--- src/bcs_regs.vh ---
// bcs_regs.vh: register offsets, field positions, reset values and timing counts
// for the step-down converter control sequencer; assumes a 40 MHz clock.
//
// Overview of operation
// - cycle clock edge turns high-side switch on
// - low-side follows high-side off until next cycle
// - dead interval separates the two switches
// - unreached peak keeps high-side on, skipping turn-off
// - software selects pulse-skip or forced continuous mode
// - pulse-skip sleeps below light-load threshold
// - threshold crossing restarts the cycle clock
// - forced continuous never skips a pulse
// - turn-on input powers converter up and down
// - oscillator defaults 600kHz, range 150kHz-2.2MHz
// - sync pin is clock input or output
// - external sync used only after soft start
// - present sync clock forces continuous mode
// - sync output phase selectable 0 or 180 degrees
// - input lockout gates power, never latches
// - soft-start ramp is reference until it passes target
// - soft start 1ms default; 0.5, 1, 2, 4ms
// - output short discharges ramp, restarts soft start
// - pre-bias holds both switches off until ramp passes
// - output ok low until soft start, 30us qualify
// - any fault or warning pulls fault indicator low
`ifndef BCS_REGS_VH
`define BCS_REGS_VH

// register offsets (word index on the plain port)
`define BCS_ADDR_CTRL 4'h0
`define BCS_ADDR_PERIOD 4'h1
`define BCS_ADDR_SS 4'h2
`define BCS_ADDR_STATUS 4'h3
`define BCS_ADDR_SYNCMON 4'h4

// control register fields
`define BCS_CTRL_SKIP_BIT 0
`define BCS_CTRL_SYNC_OUT_BIT 1
`define BCS_CTRL_PHASE_BIT 2
`define BCS_CTRL_RESET 16'h0000

// clock and frequency figures
`define BCS_CLK_KHZ 40000
`define BCS_FREQ_DEF_KHZ 600
`define BCS_FREQ_MIN_KHZ 150
`define BCS_FREQ_MAX_KHZ 2200
`define BCS_PERIOD_DEF (`BCS_CLK_KHZ / `BCS_FREQ_DEF_KHZ)
`define BCS_PERIOD_MAX (`BCS_CLK_KHZ / `BCS_FREQ_MIN_KHZ)
`define BCS_PERIOD_MIN ((`BCS_CLK_KHZ + `BCS_FREQ_MAX_KHZ - 1) / `BCS_FREQ_MAX_KHZ)

// dead interval and sync loss timeout in cycles
`define BCS_DEAD_CYC 4
`define BCS_SYNC_LOSS_CYC 400

// soft start: select codes and durations in microseconds
`define BCS_SS_SEL_RESET 2'h1
`define BCS_SS_US_0 500
`define BCS_SS_US_1 1000
`define BCS_SS_US_2 2000
`define BCS_SS_US_3 4000
`define BCS_CYC_PER_US (`BCS_CLK_KHZ / 1000)

// output ok qualify delay
`define BCS_PG_DELAY_US 30
`define BCS_PG_DELAY_CYC (`BCS_PG_DELAY_US * `BCS_CYC_PER_US)

`endif

--- src/bcs_sequencer.v ---
// bcs_sequencer.v: gate sequencing, oscillator, sync, soft start and indicators.
// Analog comparators arrive as asynchronous levels and are synchronised here;
// the soft-start ramp is a digital count compared against a step-free target.
`include "bcs_regs.vh"
`timescale 1ns/1ps
`default_nettype none

module bcs_sequencer #(
  parameter SS_SCALE = 1
) (
  // clock and reset
  input wire mclk_i,
  input wire rst_i,
  // register port
  input wire [3:0] addr_i,
  input wire [15:0] wdata_i,
  input wire wr_i,
  input wire rd_i,
  output reg [15:0] rdata_o,
  // analog comparator levels
  input wire enable_i,
  input wire vin_ok_i,
  input wire peak_reached_i,
  input wire above_light_load_i,
  input wire fb_above_ramp_i,
  input wire fb_low_i,
  input wire out_in_window_i,
  input wire fault_any_i,
  // sync pin
  input wire sync_in_i,
  output reg sync_out_o,
  output reg sync_oe_o,
  // switch drives
  output reg high_side_switch_o,
  output reg low_side_switch_o,
  // status
  output reg powered_o,
  output reg ss_done_o,
  output reg output_ok_indicator_oe_o,
  output reg fault_indicator_oe_o
);

  localparam ST_OFF = 2'h0;
  localparam ST_HS = 2'h1;
  localparam ST_DEAD = 2'h2;
  localparam ST_LS = 2'h3;

  // timing figures as integers, cut to register width on purpose where used
  localparam integer PER_DEF_I = `BCS_PERIOD_DEF;
  localparam integer PER_MAX_I = `BCS_PERIOD_MAX;
  localparam integer PER_MIN_I = `BCS_PERIOD_MIN;
  localparam integer DEAD_LOAD_I = `BCS_DEAD_CYC - 1;

  // two-flop synchronisers for all asynchronous inputs
  localparam NS = 9;
  wire [NS-1:0] async_in;
  reg [NS-1:0] meta_reg;
  reg [NS-1:0] sync_reg;
  assign async_in = {sync_in_i, fault_any_i, out_in_window_i, fb_low_i, fb_above_ramp_i,
                     above_light_load_i, peak_reached_i, vin_ok_i, enable_i};
  genvar g;
  generate
    for (g = 0; g < NS; g = g + 1) begin : g_sync
      always @(posedge mclk_i) begin
        meta_reg[g] <= async_in[g];
        sync_reg[g] <= meta_reg[g];
      end
    end
  endgenerate
  wire en_s = sync_reg[0];
  wire vin_s = sync_reg[1];
  wire peak_s = sync_reg[2];
  wire above_ll_s = sync_reg[3];
  wire fb_above_s = sync_reg[4];
  wire fb_low_s = sync_reg[5];
  wire win_s = sync_reg[6];
  wire fault_s = sync_reg[7];
  wire sync_s = sync_reg[8];

  // software settings
  reg [15:0] ctrl_reg;
  reg [15:0] period_reg;
  reg [1:0] ss_sel_reg;
  wire skip_mode = ctrl_reg[`BCS_CTRL_SKIP_BIT];
  wire sync_as_out = ctrl_reg[`BCS_CTRL_SYNC_OUT_BIT];
  wire phase_180 = ctrl_reg[`BCS_CTRL_PHASE_BIT];

  // out-of-range period writes are clamped so the oscillator stays legal
  reg [15:0] period_next;
  always @* begin
    period_next = wdata_i;
    if (wdata_i > PER_MAX_I[15:0])
      period_next = PER_MAX_I[15:0];
    else if (wdata_i < PER_MIN_I[15:0])
      period_next = PER_MIN_I[15:0];
  end

  always @(posedge mclk_i) begin
    if (rst_i) begin
      ctrl_reg <= `BCS_CTRL_RESET;
      period_reg <= PER_DEF_I[15:0];
      ss_sel_reg <= `BCS_SS_SEL_RESET;
    end else if (wr_i) begin
      case (addr_i)
        `BCS_ADDR_CTRL: ctrl_reg <= {13'h0000, wdata_i[2:0]};
        `BCS_ADDR_PERIOD: period_reg <= period_next;
        `BCS_ADDR_SS: ss_sel_reg <= wdata_i[1:0];
        default: ;
      endcase
    end
  end

  // power gating: enable and lockout, recovers on its own when both return
  wire power_on = en_s & vin_s;

  // external sync detection: rising edges, lost after a quiet timeout
  reg sync_d_reg;
  reg [8:0] sync_age_reg;
  wire sync_rise = sync_s & ~sync_d_reg;
  wire sync_present = ~sync_as_out & (sync_age_reg < `BCS_SYNC_LOSS_CYC);
  always @(posedge mclk_i) begin
    if (rst_i) begin
      sync_d_reg <= 1'b0;
      sync_age_reg <= 9'h1FF;
    end else begin
      sync_d_reg <= sync_s;
      if (sync_rise)
        sync_age_reg <= 9'h000;
      else if (sync_age_reg != 9'h1FF)
        sync_age_reg <= sync_age_reg + 9'h001;
    end
  end

  // soft start ramp and pre-bias
  reg [17:0] ss_cnt_reg;
  reg ss_done_reg;
  reg [17:0] ss_len;
  always @* begin
    case (ss_sel_reg)
      2'h0: ss_len = 18'd20000;
      2'h1: ss_len = 18'd40000;
      2'h2: ss_len = 18'd80000;
      default: ss_len = 18'd160000;
    endcase
    ss_len = ss_len / SS_SCALE[17:0];
  end
  always @(posedge mclk_i) begin
    if (rst_i || !power_on || fb_low_s) begin
      ss_cnt_reg <= 18'h0_0000;
      ss_done_reg <= 1'b0;
    end else if (!ss_done_reg) begin
      if (ss_cnt_reg >= ss_len)
        ss_done_reg <= 1'b1;
      else
        ss_cnt_reg <= ss_cnt_reg + 18'h0_0001;
    end
  end
  wire ext_clk_use = sync_present & ss_done_reg;
  wire prebias_hold = ~ss_done_reg & fb_above_s;
  wire run = power_on & ~prebias_hold;

  // internal oscillator with sleep blocking and crossing restart
  reg [15:0] osc_cnt_reg;
  reg sleep_reg;
  reg above_d_reg;
  wire skip_active = skip_mode & ~sync_present;
  wire wake = skip_active & sleep_reg & above_ll_s & ~above_d_reg;
  wire int_tick = (osc_cnt_reg == period_reg - 16'h0001) & ~sleep_reg;
  wire cyc_start = run & (ext_clk_use ? sync_rise : (int_tick | wake));
  always @(posedge mclk_i) begin
    if (rst_i || !power_on) begin
      osc_cnt_reg <= 16'h0000;
      sleep_reg <= 1'b0;
      above_d_reg <= 1'b0;
    end else begin
      above_d_reg <= above_ll_s;
      if (wake || int_tick)
        osc_cnt_reg <= 16'h0000;
      else if (!sleep_reg)
        osc_cnt_reg <= osc_cnt_reg + 16'h0001;
      if (!skip_active || wake)
        sleep_reg <= 1'b0;
      else if (int_tick && !above_ll_s)
        sleep_reg <= 1'b1;
    end
  end

  // gate sequencer
  reg [1:0] st_reg;
  reg [1:0] st_next;
  reg [2:0] dead_cnt_reg;
  reg dead_to_hs_reg;
  always @* begin
    st_next = st_reg;
    case (st_reg)
      ST_OFF: if (cyc_start) st_next = ST_HS;
      ST_HS: if (!run) st_next = ST_OFF;
        else if (peak_s) st_next = ST_DEAD;
      ST_DEAD: if (!run) st_next = ST_OFF;
        else if (dead_cnt_reg == 3'h0) st_next = dead_to_hs_reg ? ST_HS : ST_LS;
      ST_LS: if (!run) st_next = ST_OFF;
        else if (cyc_start) st_next = ST_DEAD;
      default: st_next = ST_OFF;
    endcase
  end
  always @(posedge mclk_i) begin
    if (rst_i) begin
      st_reg <= ST_OFF;
      dead_cnt_reg <= 3'h0;
      dead_to_hs_reg <= 1'b0;
    end else begin
      st_reg <= st_next;
      if (st_next == ST_DEAD && st_reg != ST_DEAD) begin
        dead_cnt_reg <= DEAD_LOAD_I[2:0];
        dead_to_hs_reg <= (st_reg == ST_LS);
      end else if (dead_cnt_reg != 3'h0)
        dead_cnt_reg <= dead_cnt_reg - 3'h1;
    end
  end

  // output ok qualify timer
  reg [10:0] pg_cnt_reg;
  always @(posedge mclk_i) begin
    if (rst_i || !ss_done_reg || !win_s)
      pg_cnt_reg <= 11'h000;
    else if (pg_cnt_reg != `BCS_PG_DELAY_CYC)
      pg_cnt_reg <= pg_cnt_reg + 11'h001;
  end

  // sync output: 180 degrees toggles at half period
  reg sync_q_reg;
  always @(posedge mclk_i) begin
    if (rst_i)
      sync_q_reg <= 1'b0;
    else
      sync_q_reg <= (osc_cnt_reg < {1'b0, period_reg[15:1]}) ^ phase_180;
  end

  // registered outputs; switches only follow the sequencer state
  always @(posedge mclk_i) begin
    if (rst_i) begin
      high_side_switch_o <= 1'b0;
      low_side_switch_o <= 1'b0;
      sync_out_o <= 1'b0;
      sync_oe_o <= 1'b0;
      powered_o <= 1'b0;
      ss_done_o <= 1'b0;
      output_ok_indicator_oe_o <= 1'b1;
      fault_indicator_oe_o <= 1'b0;
    end else begin
      high_side_switch_o <= (st_next == ST_HS);
      low_side_switch_o <= (st_next == ST_LS);
      sync_out_o <= sync_as_out & sync_q_reg;
      sync_oe_o <= sync_as_out;
      powered_o <= power_on;
      ss_done_o <= ss_done_reg;
      output_ok_indicator_oe_o <= (pg_cnt_reg != `BCS_PG_DELAY_CYC);
      fault_indicator_oe_o <= fault_s;
    end
  end

  // read port: data one cycle after the strobe, zero for unmapped
  always @(posedge mclk_i) begin
    if (rst_i)
      rdata_o <= 16'h0000;
    else if (rd_i) begin
      case (addr_i)
        `BCS_ADDR_CTRL: rdata_o <= ctrl_reg;
        `BCS_ADDR_PERIOD: rdata_o <= period_reg;
        `BCS_ADDR_SS: rdata_o <= {14'h0000, ss_sel_reg};
        `BCS_ADDR_STATUS: rdata_o <= {9'h000, sleep_reg, st_reg, ext_clk_use, ss_done_reg, prebias_hold, power_on};
        `BCS_ADDR_SYNCMON: rdata_o <= {15'h0000, sync_present};
        default: rdata_o <= 16'h0000;
      endcase
    end else
      rdata_o <= 16'h0000;
  end

endmodule
`default_nettype wire

--- config.mk ---
export PLATFORM = sky130hd
export DESIGN_NAME = bcs_sequencer
export DESIGN_NICKNAME = d
export VERILOG_FILES = /design/src/bcs_sequencer.v
export VERILOG_INCLUDE_DIRS = /design/src
export SDC_FILE = /design/constraint.sdc
export NUM_CORES = 1
export LEC_CHECK = 0
export BUFFER_PORTS_ARGS = -buffer_cell sky130_fd_sc_hd__buf_2
export CORE_AREA = 2 2 128 130
export DETAILED_ROUTE_END_ITERATION = 10
export DIE_AREA = 0 0 130 132
export HOLD_SLACK_MARGIN = 0.05
export PLACE_DENSITY_LB_ADDON = 0.12
export SYNTH_ARGS = -nofsm -noshare
export SYNTH_HDL_FRONTEND = slang
export SYNTH_SLANG_ARGS = --single-unit
--- constraint.sdc ---
create_clock -name mclk_i -period 3.8 [get_ports mclk_i]
set_clock_uncertainty 0.05 [all_clocks]
set_input_delay 0.38 -clock mclk_i [delete_from_list [all_inputs] [get_ports mclk_i]]
set_output_delay 0.38 -clock mclk_i [all_outputs]
set_load 0.03 [all_outputs]
==> tab_implementation.tex <==
\begin{tabular}{lr}
\hline
Metric & Value \\
\hline
\multicolumn{2}{l}{\textbf{STA}} \\
\quad Setup TNS after final layout & 0 ns \\
\quad Worst max-slew margin expressed relative to the limit & 35.60\% \\
\quad Final period demand of the worst path & 3.165 ns \\
\quad Unrepaired setup endpoints after global routing & false \\
\quad Number of endpoints failing setup at the final stage & 0 \\
\quad Fraction of the cycle the final worst path needs & 83.29\% \\
\quad Final Max Slew Viols & 0 \\
\quad Final Worst Setup Slack & 0.6350 ns \\
\quad Measured slew at the worst slew-check pin & 0.9571 ns \\
\quad Upper clock frequency limit & 316.0 MHz \\
\quad Final hold vios & 0 \\
\multicolumn{2}{l}{\textbf{Layout}} \\
\quad Nets & 831 \\
\quad Number of filler instances in the final layout & 1525 \\
\quad Total inserted antenna cells & 0 \\
\quad Most used cells in the layout excluding fill and tap cells & 128 x dfxtp\_1, 83 x nor2\_1, 56 x buf\_2 \\
\quad FF+latch area & 2562 µm² \\
\quad Area taken by multi-input logic gates & 3356 µm² \\
\quad Most frequent standard cell in the layout excluding fill and tap cells & dfxtp\_1 \\
\quad Layout cell share with drive strength beyond 1 & 12.99\% \\
\quad Area growth from synthesis to layout & 18.81\% \\
\quad Number of flip-flops under the largest register name & 18 \\
\multicolumn{2}{l}{\textbf{Setup path}} \\
\quad Worst-case register-to-register setup slack & 0.64 ns \\
\quad Reg2Reg Depth & 8 \\
\quad Endpoint of the lowest-slack register-to-register path & osc\_cnt\_reg[8] \\
\quad Beginning of the critical path & period\_reg[5] \\
\quad Kind of end point of the critical path & flip-flop \\
\quad Highest net fanout along the worst path & 16 \\
\quad WS Path Type & reg -> reg \\
\quad WP data arrival & 3.39 ns \\
\quad Critical Path RT & 4.03 ns \\
\quad Critical register-to-register path startpoint & period\_reg[5] \\
\quad Crit path launch type & flip-flop \\
\multicolumn{2}{l}{\textbf{Global route}} \\
\quad Initial antenna violation count & 0 \\
\quad GRT Resource Usage Total & 17.66\% \\
\quad Pin count of the biggest net entering global routing & 38 \\
\quad First-pass GRT wire length & 24050 µm \\
\quad Leftover overflow at the end of global routing & 0 \\
\quad Number of global-route vias before repair & 4904 \\
\multicolumn{2}{l}{\textbf{Clock network}} \\
\quad CTS sink cnt & 128 \\
\quad Clock-pin slew reported for the worst setup and hold paths after clock tree synthesis & 0.06 ns \\
\quad CTS tree & done \\
\quad Clock latency of the later-clocked register in the worst-skew pair & 0.42 ns \\
\quad Inserted Clock Buffers & 17 \\
\quad Root Buffer Master & clkbuf\_16 \\
\quad CTS H-Tree Depth & 4 \\
\quad Clk buf depth & 2 \\
\multicolumn{2}{l}{\textbf{Yosys}} \\
\quad Number of enable-type register cells in the synthesized netlist & 0 \\
\quad Sequential cell area fraction in the yosys report & 41.51\% \\
\quad Syn nets & 772 \\
\quad Average cell area after synthesis & 8.844 µm² \\
\quad Most common flop cell mapped by yosys & dfxtp\_1 \\
\quad Yosys warning count & 0 \\
\quad Netlist cell types & 63 \\
\quad Number of storage elements in the synthesis netlist & 128 \\
\quad Summed instance area of the synthesized netlist & 6173 µm² \\
\quad Post-Syn Instances & 698 \\
\quad Async S/R FF share, synth & 0\% \\
\multicolumn{2}{l}{\textbf{Die}} \\
\quad Core footprint & 15710 µm² \\
\quad Die boundary height & 132 µm \\
\quad Initial core utilization & 39.29\% \\
\quad Total die area & 17160 µm² \\
\quad Row count & 46 \\
\quad Die Span X & 130 µm \\
\quad Boundary Pins & 57 \\
\multicolumn{2}{l}{\textbf{Routing}} \\
\quad Via density & 5.130 \\
\quad Remaining antenna violation count after routing & 0 \\
\quad Overall routed net length & 14310 µm \\
\quad Detailed-route wire length per cell & 14.51 µm \\
\quad Initial DRT Pass Iterations & 4 \\
\quad Vias & 5058 \\
\quad Number of DRC violations after detailed-routing iteration 0 & 254 \\
\quad \# DRC & 0 \\
\multicolumn{2}{l}{\textbf{Run status}} \\
\quad Outcome & completed \\
\multicolumn{2}{l}{\textbf{Place}} \\
\quad Number of buffers inserted by port buffering & 56 \\
\quad Worst setup slack before clock tree synthesis & 0.7064 ns \\
\quad Final GP Congestion & 0.8898 \\
\quad HPWL after detailed placement & 10470 µm \\
\multicolumn{2}{l}{\textbf{Power}} \\
\quad Leak Pwr & 0.002984 µW \\
\quad Maximum ir drop on the vdd rail & 0.0003203 V \\
\quad Pwr Density & 448.1 nW/µm² \\
\multicolumn{2}{l}{\textbf{Worst hold path}} \\
\quad Endpoint with the worst hold slack & rdata\_o[2] \\
\quad Startpoint of the tightest hold check path & addr\_i[2] \\
\quad Cell count of the worst hold path & 2 \\
\quad Class of the tightest hold or removal check & in -> reg \\
\multicolumn{2}{l}{\textbf{Flow run}} \\
\quad Maximum Capacitance Violations & 0 \\
\hline
\end{tabular}
==> critical path, stage by stage, from the launching register on <==
cell,delay [ns]
dfxtp_1,0.38
nor4_1,0.85
nand4_1,0.25
xnor2_1,0.18
o311a_1,0.29
a31o_2,0.24
nor2_1,0.12
nand3b_1,0.53
nor2_1,0.11
==> logic make-up (layout without fill, tap and decap cells) <==
kind of cell               Yosys count  after routing  synth area share (%)
AOI/OAI and AO/OA                  106            106                 11.23
xor gates and xnor gates            64             64                 9.080
adders and majority gates           41             41                 8.310
muxes                               14             14                 2.513
buffers and inverters               67            139                 4.134
DFF                                128            128                 41.51
and+or+nand+nor                    278            278                 23.23
==> where the power goes <==
part           switching, µW  internal (µW)
clock network            609           1050
logic                    119           99.5
registers               27.0           1380
==> how the worst max path moves through the flow <==
stage,end,slack [ns],cells past startpoint
after floorplan,ss_cnt_reg[12],1.06,10
after global placement,osc_cnt_reg[3],0.82,8
after detailed placement,osc_cnt_reg[8],0.71,8
after CTS,osc_cnt_reg[8],0.69,8
after global routing,osc_cnt_reg[12],0.39,8
final,osc_cnt_reg[8],0.64,8
==> metal layers <==
metal	wire length, µm	vias up	global-route usage, %
li1	-	2558	-
met3	540	20	3.977
met5	0	-	0
met4	268	0	6.452
met2	6331	92	27.14
met1	7170	2388	24.19
==> through the flow <==
| step | power, µW | instance area, µm² | hold WS [ns] | utilization (%) | std cells |
|---|---|---|---|---|---|
| finish | 3286 | 7335 | 0.1691 | 46.68 | 986 |
| global route | 3425 | 7335 | 0.1604 | 46.68 | 986 |
| CTS | 3326 | 7335 | 0.1486 | 46.68 | 986 |
| detailed placement | 1651 | 6638 | 0.2632 | 42.24 | 945 |
| global placement | 1645 | 6638 | 0.2627 | 42.24 | 945 |
| floorplan | 1588 | 6173 | 0.2596 | - | 698 |
==> final cells by class <==
type	count	area share [%]
Multi-Input combinational cell	503	45.75
Sequential cell	128	34.94
Clock buffer	19	6.039
Timing Repair Buffer	68	5.357
Tap cell	216	3.685
Clock inverter	13	2.235
Inverter	39	1.996
==> Yosys cell counts, drive strengths merged, types with 2 or more instances <==
| library cell | count | area (µm²) |
|---|---|---|
| dfxtp | 128 | 2562 |
| nor2 | 83 | 311.6 |
| nand2 | 42 | 157.7 |
| ha | 41 | 513.0 |
| inv | 39 | 146.4 |
| xor2 | 38 | 332.8 |
| nor3 | 29 | 150.1 |
| o21ai | 29 | 145.1 |
| nand3 | 26 | 130.1 |
| xnor2 | 26 | 227.7 |
| clkbuf | 23 | 86.33 |
| nand4 | 23 | 143.9 |
| a21oi | 21 | 105.1 |
| nor2b | 14 | 87.58 |
| mux2i | 11 | 110.1 |
| a21o | 10 | 75.07 |
| and2 | 9 | 56.30 |
| and3 | 9 | 56.30 |
| a211oi | 8 | 60.06 |
| nand2b | 6 | 37.54 |
| or3 | 6 | 42.54 |
| buf | 5 | 22.52 |
| o211ai | 5 | 37.54 |
| nand3b | 4 | 30.03 |
| nand4b | 4 | 35.03 |
| or4 | 4 | 30.03 |
| a2111oi | 3 | 26.28 |
| a221oi | 3 | 26.28 |
| a31oi | 3 | 18.77 |
| and4 | 3 | 26.28 |
| nor3b | 3 | 27.52 |
| nor4 | 3 | 18.77 |
| nor4b | 3 | 26.28 |
| o22ai | 3 | 18.77 |
| a22oi | 2 | 15.01 |
| a31o | 2 | 17.52 |
| and4bb | 2 | 25.02 |
| mux2 | 2 | 22.52 |
| o2111ai | 2 | 17.52 |
| o41ai | 2 | 17.52 |
| or2 | 2 | 12.52 |
==> timing repair <==
action | CTS | global route
hold buffers | 9 | 0
resized for setup | 0 | 0
hold endpoints to repair | 9 | 0
buffers inserted | 0 | 0
(Power assumes the default switching activity.)
